**src/ucs_pkg.sv**
```systemverilog
// package for the undercurrent stage: constants, types and layouts
package ucs_pkg;

	// timing base and program cycle
	localparam int unsigned CLK_PERIOD_NS   = 50;
	localparam int unsigned TIME_BASE_MS    = 5;
	localparam int unsigned TICK_CYCLES     =
		(TIME_BASE_MS * 1000000) / CLK_PERIOD_NS;
	localparam int unsigned BLOCK_LEAD_MS   = 5;
	localparam int unsigned OP_DELAY_MAX_MS = 1800000;
	localparam int unsigned PRE_TRIG_MS     = 20;
	localparam int unsigned PREFAULT_MS     = 200;
	localparam int unsigned PRE_TRIG_TICKS  = PRE_TRIG_MS / TIME_BASE_MS;
	localparam int unsigned PREFAULT_TICKS  = PREFAULT_MS / TIME_BASE_MS;

	// hysteresis: reset at 103 percent of threshold
	localparam int unsigned HYST_NUM = 103;
	localparam int unsigned HYST_DEN = 100;

	// record store
	localparam int unsigned REC_DEPTH = 12;

	// widths
	localparam int unsigned CUR_W  = 16;
	localparam int unsigned TIME_W = 21;
	localparam int unsigned CNT_W  = 16;
	localparam int unsigned TS_W   = 48;

	// register offsets (word index on the plain port)
	localparam logic [7:0] REG_CTRL      = 8'h00;
	localparam logic [7:0] REG_THRESH    = 8'h01;
	localparam logic [7:0] REG_NOLOAD    = 8'h02;
	localparam logic [7:0] REG_DELAY     = 8'h03;
	localparam logic [7:0] REG_EVMASK    = 8'h04;
	localparam logic [7:0] REG_STATUS    = 8'h05;
	localparam logic [7:0] REG_EXPTIME   = 8'h06;
	localparam logic [7:0] REG_CNT_START = 8'h07;
	localparam logic [7:0] REG_CNT_TRIP  = 8'h08;
	localparam logic [7:0] REG_CNT_BLK   = 8'h09;
	localparam logic [7:0] REG_CNT_CLR   = 8'h0A;
	localparam logic [7:0] REG_REC_SEL   = 8'h0B;
	localparam logic [7:0] REG_REC_BASE  = 8'h10;
	localparam logic [7:0] REG_REC_LAST  = 8'h17;

	// control fields
	localparam int unsigned CTRL_FORCE_EN = 0;
	localparam int unsigned CTRL_FORCE_LO = 1;
	localparam int unsigned CTRL_GROUP_LO = 4;

	// reset values
	localparam logic [CUR_W-1:0]  THRESH_RST  = 16'h0200;
	localparam logic [CUR_W-1:0]  NOLOAD_RST  = 16'h00CD;
	localparam logic [TIME_W-1:0] DELAY_RST   = 21'h003E8;
	localparam logic [5:0]        EVMASK_RST  = 6'h3F;

	typedef enum logic [1:0] {
		UCS_NORMAL,
		UCS_START,
		UCS_TRIP,
		UCS_BLOCKED
	} ucs_cond_t;

	// event identifiers, ON/OFF per start, trip, blocked
	typedef enum logic [2:0] {
		UCS_EV_START_ON,
		UCS_EV_START_OFF,
		UCS_EV_TRIP_ON,
		UCS_EV_TRIP_OFF,
		UCS_EV_BLK_ON,
		UCS_EV_BLK_OFF
	} ucs_ev_t;

	typedef struct packed {
		logic [CUR_W-1:0] l1;
		logic [CUR_W-1:0] l2;
		logic [CUR_W-1:0] l3;
	} ucs_phase_t;

	typedef struct packed {
		logic            valid;
		ucs_ev_t         code;
		logic [TS_W-1:0] stamp;
	} ucs_event_t;

	typedef struct packed {
		logic [TS_W-1:0]   stamp;
		ucs_ev_t           code;
		logic [2:0]        phases;
		logic [CUR_W-1:0]  pre_trig;
		logic [CUR_W-1:0]  fault;
		logic [CUR_W-1:0]  prefault;
		logic [TIME_W-1:0] remain_ms;
		logic [2:0]        group;
	} ucs_record_t;

endpackage

```
**src/ucs_stage.sv**
```systemverilog
// undercurrent stage: timing, blocking, events, counters and records
// Operation
// - fixed operate delay only, no inverse curve
// - condition shows normal, start, trip, blocked
// - report expected operating time up to 1800 s
// - sample blocking once per program cycle
// - unblocked pick-up raises start, starts timing
// - blocked pick-up raises blocked, no timing
// - blocking during start drops start, release
// - six ON/OFF events for start, trip, blocked
// - per-event ON/OFF selection for buffer
// - every event carries a time stamp
// - clearable counters for start, trip, blocked
// - twelve records, oldest overwritten when full
// - record written only on ON transitions
// - record holds stamp, event, phases, currents
// - reset only above 103 percent of threshold or when locked
// - locked while current below no-load level
// - three fundamental magnitudes on 5 ms base
// - forcing overrides condition to chosen value
`timescale 1ns/1ns
module ucs_stage #(
	parameter int unsigned TICK_CYC = ucs_pkg::TICK_CYCLES
) (
	input  wire logic                         clk_in,
	input  wire logic                         reset_n_in,
	input  wire logic                         clk_en_in,
	input  wire ucs_pkg::ucs_phase_t          meas_in,
	input  wire logic                         block_in,
	input  wire logic [ucs_pkg::TS_W-1:0]     time_stamp_in,
	input  wire logic [7:0]                   addr_in,
	input  wire logic [31:0]                  wdata_in,
	input  wire logic                         wr_in,
	input  wire logic                         rd_in,
	output logic [31:0]                       rdata_out,
	output logic                              start_out,
	output logic                              trip_out,
	output logic                              blocked_out,
	output ucs_pkg::ucs_event_t               event_out
);
	import ucs_pkg::*;

	// program cycle tick every 5 ms
	logic [22:0] tick_cnt_r;
	wire         tick = (tick_cnt_r == 23'(TICK_CYC - 1));

	// settings
	logic [7:0]        ctrl_r;
	logic [CUR_W-1:0]  thresh_r;
	logic [CUR_W-1:0]  noload_r;
	logic [TIME_W-1:0] delay_r;
	logic [5:0]        evmask_r;
	logic [3:0]        rec_sel_r;

	// stage state
	logic              pick_r;
	logic              blk_s_r;
	logic              st_r;
	logic              tr_r;
	logic              bl_r;
	logic [TIME_W-1:0] elapsed_r;
	logic [CNT_W-1:0]  cnt_r [3];

	// current history for pre-trigger and prefault values
	logic [CUR_W-1:0]  hist_r [PREFAULT_TICKS];
	logic [CUR_W-1:0]  prefault_hold_r;

	// record store, circular
	ucs_record_t       rec_r [REC_DEPTH];
	logic [3:0]        wr_ptr_r;
	ucs_record_t       rec_nxt;

	// per-phase comparisons with hysteresis
	logic [2:0] below_set;
	logic [2:0] above_rst;
	logic [2:0] below_nl;
	logic [CUR_W-1:0] ph [3];
	assign ph[0] = meas_in.l1;
	assign ph[1] = meas_in.l2;
	assign ph[2] = meas_in.l3;
	wire [CUR_W+6:0] rst_lvl = (CUR_W+7)'(thresh_r * HYST_NUM / HYST_DEN);
	genvar gi;
	generate
		for (gi = 0; gi < 3; gi++) begin : g_ph
			assign below_set[gi] = ph[gi] < thresh_r;
			assign above_rst[gi] = (CUR_W+7)'(ph[gi]) >= rst_lvl;
			assign below_nl[gi]  = ph[gi] < noload_r;
		end
	endgenerate

	wire locked    = |below_nl;
	wire pick_set  = |below_set && !locked;
	wire pick_drop = (&above_rst) || locked;
	wire pick_nxt  = pick_r ? !pick_drop : pick_set;

	// fixed delay timing; blocking stops start and trip
	wire timing    = pick_nxt && !blk_s_r;
	wire expired   = elapsed_r + TIME_W'(TIME_BASE_MS) >= delay_r;
	wire st_nxt    = timing;
	wire tr_nxt    = timing && (tr_r || (st_r && expired));
	wire bl_nxt    = pick_nxt && blk_s_r && !st_r && !tr_r ? 1'b1 :
		pick_nxt && blk_s_r && bl_r;

	// forced status overrides measurements
	wire       force_en = ctrl_r[CTRL_FORCE_EN];
	ucs_cond_t force_val;
	assign force_val = ucs_cond_t'(ctrl_r[CTRL_FORCE_LO +: 2]);
	ucs_cond_t cond;
	assign cond = force_en ? force_val :
		tr_r ? UCS_TRIP : st_r ? UCS_START :
		bl_r ? UCS_BLOCKED : UCS_NORMAL;
	assign start_out   = cond == UCS_START;
	assign trip_out    = cond == UCS_TRIP;
	assign blocked_out = cond == UCS_BLOCKED;

	// expected operating time, saturated at 1800 s
	wire [TIME_W-1:0] remain = (st_r && !tr_r && delay_r > elapsed_r) ?
		delay_r - elapsed_r : '0;

	// edges of the visible outputs; six events
	logic [2:0] prev_r;
	wire  [2:0] now  = {blocked_out, trip_out, start_out};
	wire  [2:0] rise = now & ~prev_r;
	wire  [2:0] fall = ~now & prev_r;
	wire  [5:0] ev_all = {fall[2], rise[2], fall[1], rise[1],
		fall[0], rise[0]};
	wire  [5:0] ev_sel = ev_all & evmask_r;

	// lowest event goes out; a second one in the same cycle waits
	// one cycle in pend_r, so start OFF never hides trip ON
	logic [5:0]      pend_r;
	logic [TS_W-1:0] pend_stamp_r;
	wire  [5:0]      ev_req = ev_sel | pend_r;
	logic [2:0]      ev_idx;
	always_comb begin
		ev_idx = 3'h0;
		for (int i = 5; i >= 0; i--) begin
			if (ev_req[i]) begin
				ev_idx = 3'(i);
			end
		end
	end
	wire  [5:0]      ev_grant = 6'h01 << ev_idx;
	wire             ev_late  = |(pend_r & ev_grant);

	// record content for the newest ON transition
	logic [2:0] on_idx;
	always_comb begin
		on_idx = 3'h0;
		for (int i = 2; i >= 0; i--) begin
			if (rise[i]) begin
				on_idx = 3'(i);
			end
		end
	end
	wire [CUR_W-1:0] min_cur = (ph[0] < ph[1]) ?
		((ph[0] < ph[2]) ? ph[0] : ph[2]) :
		((ph[1] < ph[2]) ? ph[1] : ph[2]);
	always_comb begin
		rec_nxt           = '0;
		rec_nxt.stamp     = time_stamp_in;
		rec_nxt.code      = ucs_ev_t'({on_idx[1:0], 1'b0});
		rec_nxt.phases    = below_set;
		rec_nxt.pre_trig  = hist_r[PRE_TRIG_TICKS-1];
		rec_nxt.fault     = min_cur;
		rec_nxt.prefault  = start_out ? hist_r[PREFAULT_TICKS-1] :
			prefault_hold_r;
		rec_nxt.remain_ms = remain;
		rec_nxt.group     = ctrl_r[CTRL_GROUP_LO +: 3];
	end

	// register decode
	wire        rec_hit  = addr_in >= REG_REC_BASE && addr_in <= REG_REC_LAST;
	wire [2:0]  rec_word = addr_in[2:0];
	wire [255:0] rec_flat = 256'(rec_r[rec_sel_r]);
	wire        clr_req  = clk_en_in && wr_in && addr_in == REG_CNT_CLR;
	logic [31:0] rd_mux;
	always_comb begin
		if (addr_in == REG_CTRL) begin
			rd_mux = 32'(ctrl_r);
		end else if (addr_in == REG_THRESH) begin
			rd_mux = 32'(thresh_r);
		end else if (addr_in == REG_NOLOAD) begin
			rd_mux = 32'(noload_r);
		end else if (addr_in == REG_DELAY) begin
			rd_mux = 32'(delay_r);
		end else if (addr_in == REG_EVMASK) begin
			rd_mux = 32'(evmask_r);
		end else if (addr_in == REG_STATUS) begin
			rd_mux = 32'({pick_r, locked, cond});
		end else if (addr_in == REG_EXPTIME) begin
			rd_mux = 32'(remain);
		end else if (addr_in == REG_CNT_START) begin
			rd_mux = 32'(cnt_r[0]);
		end else if (addr_in == REG_CNT_TRIP) begin
			rd_mux = 32'(cnt_r[1]);
		end else if (addr_in == REG_CNT_BLK) begin
			rd_mux = 32'(cnt_r[2]);
		end else if (addr_in == REG_REC_SEL) begin
			rd_mux = 32'(rec_sel_r);
		end else if (rec_hit) begin
			rd_mux = rec_flat[rec_word*32 +: 32];
		end else begin
			rd_mux = 32'h0000_0000;
		end
	end

	// program cycle divider
	always_ff @(posedge clk_in or negedge reset_n_in) begin
		if (!reset_n_in) begin
			tick_cnt_r <= '0;
		end else if (clk_en_in) begin
			tick_cnt_r <= tick ? '0 : tick_cnt_r + 23'h1;
		end
	end

	// settings written over the plain port
	always_ff @(posedge clk_in or negedge reset_n_in) begin
		if (!reset_n_in) begin
			ctrl_r    <= '0;
			thresh_r  <= THRESH_RST;
			noload_r  <= NOLOAD_RST;
			delay_r   <= DELAY_RST;
			evmask_r  <= EVMASK_RST;
			rec_sel_r <= '0;
			rdata_out <= '0;
		end else if (clk_en_in) begin
			rdata_out <= rd_in ? rd_mux : 32'h0000_0000;
			if (wr_in && addr_in == REG_CTRL) begin
				ctrl_r <= wdata_in[7:0];
			end
			if (wr_in && addr_in == REG_THRESH) begin
				thresh_r <= wdata_in[CUR_W-1:0];
			end
			if (wr_in && addr_in == REG_NOLOAD) begin
				noload_r <= wdata_in[CUR_W-1:0];
			end
			if (wr_in && addr_in == REG_DELAY) begin
				// clamp to 1800 s, the longest fixed delay
				delay_r <= (wdata_in > 32'(OP_DELAY_MAX_MS)) ?
					TIME_W'(OP_DELAY_MAX_MS) : wdata_in[TIME_W-1:0];
			end
			if (wr_in && addr_in == REG_EVMASK) begin
				evmask_r <= wdata_in[5:0];
			end
			if (wr_in && addr_in == REG_REC_SEL) begin
				rec_sel_r <= (wdata_in[3:0] < 4'(REC_DEPTH)) ?
					wdata_in[3:0] : 4'h0;
			end
		end
	end

	// stage state, evaluated once per program cycle
	always_ff @(posedge clk_in or negedge reset_n_in) begin
		if (!reset_n_in) begin
			pick_r    <= 1'b0;
			blk_s_r   <= 1'b0;
			st_r      <= 1'b0;
			tr_r      <= 1'b0;
			bl_r      <= 1'b0;
			elapsed_r <= '0;
		end else if (clk_en_in && tick) begin
			blk_s_r   <= block_in;
			pick_r    <= pick_nxt;
			st_r      <= st_nxt;
			tr_r      <= tr_nxt;
			bl_r      <= bl_nxt;
			// release clears elapsed time at once
			elapsed_r <= (timing && !expired) ?
				elapsed_r + TIME_W'(TIME_BASE_MS) :
				timing ? elapsed_r : '0;
		end
	end

	// current history, one sample per 5 ms
	always_ff @(posedge clk_in or negedge reset_n_in) begin
		if (!reset_n_in) begin
			for (int i = 0; i < PREFAULT_TICKS; i++) begin
				hist_r[i] <= '0;
			end
			prefault_hold_r <= '0;
		end else if (clk_en_in) begin
			if (tick) begin
				hist_r[0] <= min_cur;
				for (int i = 1; i < PREFAULT_TICKS; i++) begin
					hist_r[i] <= hist_r[i-1];
				end
			end
			if (rise[0]) begin
				prefault_hold_r <= hist_r[PREFAULT_TICKS-1];
			end
		end
	end

	// events, counters and records
	always_ff @(posedge clk_in or negedge reset_n_in) begin
		if (!reset_n_in) begin
			prev_r    <= '0;
			event_out <= '0;
			pend_r    <= '0;
			pend_stamp_r <= '0;
			wr_ptr_r  <= '0;
			for (int i = 0; i < 3; i++) begin
				cnt_r[i] <= '0;
			end
			for (int i = 0; i < REC_DEPTH; i++) begin
				rec_r[i] <= '0;
			end
		end else if (clk_en_in) begin
			prev_r          <= now;
			event_out.valid <= |ev_req;
			event_out.code  <= ucs_ev_t'(ev_idx);
			event_out.stamp <= ev_late ? pend_stamp_r : time_stamp_in;
			// a waiting event keeps the stamp of its own change
			pend_r          <= ev_req & ~ev_grant;
			if (|ev_sel) begin
				pend_stamp_r <= time_stamp_in;
			end
			// an occurrence in the clear cycle still counts
			for (int i = 0; i < 3; i++) begin
				if (rise[i]) begin
					cnt_r[i] <= (clr_req && wdata_in[i]) ?
						CNT_W'(1) : cnt_r[i] + 1'b1;
				end else if (clr_req && wdata_in[i]) begin
					cnt_r[i] <= '0;
				end
			end
			if (|rise) begin
				rec_r[wr_ptr_r] <= rec_nxt;
				wr_ptr_r <= (wr_ptr_r == 4'(REC_DEPTH - 1)) ?
					4'h0 : wr_ptr_r + 4'h1;
			end
		end
	end

	AST_TRIP_NEEDS_START: assert property (@(posedge clk_in)
		disable iff (!reset_n_in)
		$rose(tr_r) |-> $past(st_r))
		else $error("trip without prior start");
	AST_BLOCK_NO_START: assert property (@(posedge clk_in)
		disable iff (!reset_n_in)
		bl_r |-> !st_r && !tr_r)
		else $error("blocked while timing");
	AST_BLOCK_DROPS_START: assert property (@(posedge clk_in)
		disable iff (!reset_n_in)
		clk_en_in && tick && blk_s_r |=> !st_r)
		else $error("start held under blocking");
	AST_EXPTIME_RANGE: assert property (@(posedge clk_in)
		disable iff (!reset_n_in)
		remain <= TIME_W'(OP_DELAY_MAX_MS))
		else $error("expected time above limit");
	AST_LOCKED_NO_START: assert property (@(posedge clk_in)
		disable iff (!reset_n_in)
		clk_en_in && tick && locked |=> !st_r && !tr_r)
		else $error("start while locked");
	AST_EVENT_MASKED: assert property (@(posedge clk_in)
		disable iff (!reset_n_in)
		clk_en_in && |ev_all && !(|ev_sel) && !(|pend_r) |=>
		!event_out.valid)
		else $error("masked event emitted");
	AST_REC_PTR_WRAP: assert property (@(posedge clk_in)
		disable iff (!reset_n_in)
		wr_ptr_r < 4'(REC_DEPTH))
		else $error("record pointer out of range");
	AST_REC_ON_ONLY: assert property (@(posedge clk_in)
		disable iff (!reset_n_in)
		clk_en_in && !(|rise) |=> $stable(wr_ptr_r))
		else $error("record written without ON edge");
	AST_FORCE: assert property (@(posedge clk_in)
		disable iff (!reset_n_in)
		force_en |-> cond == force_val)
		else $error("forced status ignored");

endmodule

```
**config.mk**
```make
export PLATFORM = sky130hd
export DESIGN_NAME = ucs_stage
export DESIGN_NICKNAME = d
export VERILOG_FILES = /design/src/ucs_pkg.sv /design/src/ucs_stage.sv
export SDC_FILE = /design/constraint.sdc
export NUM_CORES = 2
export LEC_CHECK = 0
export BUFFER_PORTS_ARGS = -buffer_cell sky130_fd_sc_hd__buf_2
export CORE_MARGIN = 4
export CORE_UTILIZATION = 50
export DETAILED_ROUTE_END_ITERATION = 16
export PLACE_DENSITY_LB_ADDON = 0.25
export SYNTH_ARGS = -nofsm -noshare
export SYNTH_HDL_FRONTEND = slang
export SYNTH_SLANG_ARGS = --single-unit
```
**constraint.sdc**
```tcl
create_clock -name clk_in -period 15.1 [get_ports clk_in]
set_clock_uncertainty 0.15 [all_clocks]
set_input_delay 0.755 -clock clk_in [delete_from_list [all_inputs] [get_ports clk_in]]
set_output_delay 0.755 -clock clk_in [all_outputs]
set_load 0.02 [all_outputs]
```
==> qor.txt <==
Overflow after GRT = 0
IO Port Bufs = 228
Final hold vios = 0
Final hold slack = 0.07075 ns
Synth Area per Inst = 11.09 µm²
Crit Path Max Fanout = 11
Hpwl dp = 200.9 mm
Min-delay src = block_in
DIE HEIGHT = 492.1 µm
Largest net degree at the start of global routing = 199
Hold EP = blk_s_r
Synth async-reset ratio = 100.0%
WP buf/inv = 13
CTS Buf Count = 282
First-pass GRT wire length = 503.8 mm
Placed cells = 13.67k
Psw = 6.997 mW
Multi-input gate area = 53,470 µm²
H-tree depth = 5
Most frequent cell after synthesis = nand2_1
Critical path required time = 15.76 ns
Initial DRC count = 7,172
XOR/XNOR share of the synthesized area = 0.9409%
Slew Limit Fails = 0
Switching share of power = 31.87%
Clock sinks = 2,469
Vias in the first global route = 85.06k
Crit path kind = flip-flop to flip-flop
Sequential element share of the synthesized area = 52.75%
Net count, final = 11.37k
# IOs = 229
Setup slack on the worst flop-to-flop path = -0.90 ns
Synthesized net count = 11.03k
Period minus WS final = 16.00 ns
Pwr Density = 162.9 nW/µm²
Clk buf depth = 4
Fill count = 19.04k
Via count = 82.69k
Cell Area, Synth = 117,200 µm²
Wire per inst = 22.40 µm
Synth cell count leaders = 2,824 x nand2_1, 2,451 x dfrtp_1, 922 x mux2_2
Worst Setup Start Kind = flip-flop
RR Endpoint = elapsed_r[18]
Post-synth top area share = 52.35%
Initial Util = 50.29%
Clock latency on the worst-skew pair = 0.94 ns
Synth area leaders = dfrtp_1 52%, nand2_1 9.0%, mux4_2 9.0%
Simple-gate share of the synthesized area = 12.22%
CP Capture Type = flip-flop
Clock Tree Root = clkbuf_16
Synth Area in Adders = 3.730%
DRC violations left = 0
Core area = 233,000 µm²
DP Worst Slack = -2.046 ns
Post-Synthesis Cells = 10.56k
RSZ-0062 raised after global routing = true
Ys Warns = 0
FF/Latch Area = 61,820 µm²
Mux cell area share after synthesis = 18.76%
Final ANT Viol Nets = 0
Placement Rows = 177
Die X = 492.1 µm
Vias per inst = 5.814
P_int = 14.96 mW
CTS tree = built
Clk slew on worst S/H paths = 0.06 ns
Clock share of power = 30.3%
Delay-heaviest family, CP = compound AO/OA/AOI/OAI gates
Fraction of power consumed by combinational cells = 39.1%
Cell taking the most area after synthesis = dfrtp_1
Final setup viols = 25
Peak Freq = 0.06249 GHz
Share of cells above drive strength 1 = 26.23%
Combinational family with the most area after synthesis = multiplexers
Setup TNS = -20.47 ns
Initial antenna violation count = 8
Max_cap viols = 0
GPL Wtd Cong = 0.9016
Worst slew margin = 4.600%
Area added between synthesis and finish = 15.03%
RR Startpoint = thresh_r[2]
Initial DRT Pass Iterations = 6
Worst hold path class = primary input to flip-flop
CP max-delay cell = or4_4
Fin crit share = 106.0%
GRT Resource Usage Total = 26.38%
Hold Path Depth = 3
Max incr delay on CP = 0.60 ns
Outcome = finished, violations left
Top FF cell, synth = dfrtp_1
Power, Total = 21.95 mW
Slack of the critical path = -0.9025 ns
Final std cells w/o fill = 14.22k
Post-Route WL = 318.6 mm
Synth Area in Compound Gates = 8.478%
Failing checks = negative setup slack
Unique masters post-synth = 118
Post-synth EDFFs = 0
Leakage Power = 66.37 nW
Reg2Reg Depth = 76
Full die area = 242,100 µm²
Worst Path Arrival = 16.66 ns
Worst-Margin Slew = 1.421 ns
Sequential Power Share = 30.6%
Max IR drop VDD = 0.0006396 V
Flops & latches, synth = 2,469
-- sequential cells by signal, indices dropped and copies added, names as in the netlist, 6 cells and up --
register	count
elapsed_r	21
ctrl_r	8
rec_r	1500
event_out	52
rdata_out	32
delay_r	21
prefault_hold_r	16
cnt_r	48
pend_stamp_r	48
thresh_r	16
noload_r	16
hist_r	640
evmask_r	6
pend_r	6
tick_cnt_r	23
-- power groups by stage --
| stage | combinational [mW] | sequential, mW | clock, mW |
|---|---|---|---|
| finish | 8.58 | 6.72 | 6.65 |
| global route | 9.36 | 6.72 | 7.07 |
| CTS | 8.13 | 6.72 | 6.79 |
| detailed placement | 7.19 | 6.84 | 0 |
| global placement | 7.18 | 6.83 | 0 |
| floorplan | 4.27 | 6.84 | 0 |
-- per-layer routing --
layer / wire length (µm) / track usage, %
met4: 11620 / 8.988
met5: 27 / 0
met2: 149700 / 42.60
met1: 139400 / 36.84
met3: 17890 / 3.854
-- metrics by stage --
step | instance area, µm² | utilization, %
floorplan | 117600 | -
global placement | 123800 | 53.14
detailed placement | 123800 | 53.14
CTS | 134400 | 57.67
global route | 134800 | 57.85
finish | 134800 | 57.85
-- worst max path at each step --
| stage | slack (ns) | to | startpoint | depth (start not counted) |
|---|---|---|---|---|
| floorplan | -0.01 | elapsed_r[11] | thresh_r[8] | 77 |
| global route | -1.55 | elapsed_r[12] | thresh_r[2] | 79 |
| global placement | -1.87 | elapsed_r[7] | thresh_r[9] | 76 |
| detailed placement | -2.05 | elapsed_r[7] | thresh_r[2] | 76 |
| finish | -0.90 | elapsed_r[18] | thresh_r[2] | 76 |
| CTS | -0.59 | elapsed_r[18] | thresh_r[2] | 77 |
-- logic make-up (layout without fill, tap and decap cells) --
| group | count (synthesis) | in the layout |
|---|---|---|
| other | 0 | 2 |
| buffers and inverters | 964 | 1487 |
| DFF | 2469 | 2469 |
| xor gates and xnor gates | 125 | 125 |
| adders and majority gates | 330 | 330 |
| and+or+nand+nor | 3523 | 3524 |
| muxes | 1497 | 1497 |
| AOI/OAI and AO/OA | 1653 | 1656 |
-- timing repair --
item / in CTS / in global routing
gates resized for setup: 203 / 64
pin swaps: 117 / 38
setup endpoints to repair: 25 / 25
buffers inserted: 53 / 13
hold endpoints to repair: 157 / 0
hold buffers: 15 / 0
gates cloned: 4 / 0
-- placed cells by master (no fill, tap or decap), drive strengths merged, types with 62 or more instances in the layout --
master	count
a21oi	263
nand2	2824
xnor2	71
clkbuf	413
mux2i	108
nand2b	69
mux2	923
a21o	65
nor2	260
dfrtp	2451
nor2b	62
inv	222
ha	294
mux4	466
o21ai	927
nand3	68
buf	785
-- tightest hold or removal path, stage by stage --
cell and delay [ns]:
buf_2 0.08, nand2_1 0.15, nand2_1 0.11
-- cell type report --
| type | count | area share (%) |
|---|---|---|
| sequential | 2469 | 45.87 |
| clock inverter | 56 | 0.5106 |
| inverter | 218 | 0.6165 |
| clock buffer | 413 | 6.134 |
| antenna | 2 | 0.003714 |
| tap | 3132 | 2.908 |
| timing repair buffer | 800 | 4.282 |
| multi-input combinational | 7132 | 39.67 |
Power figures use the tool's default switching activity.
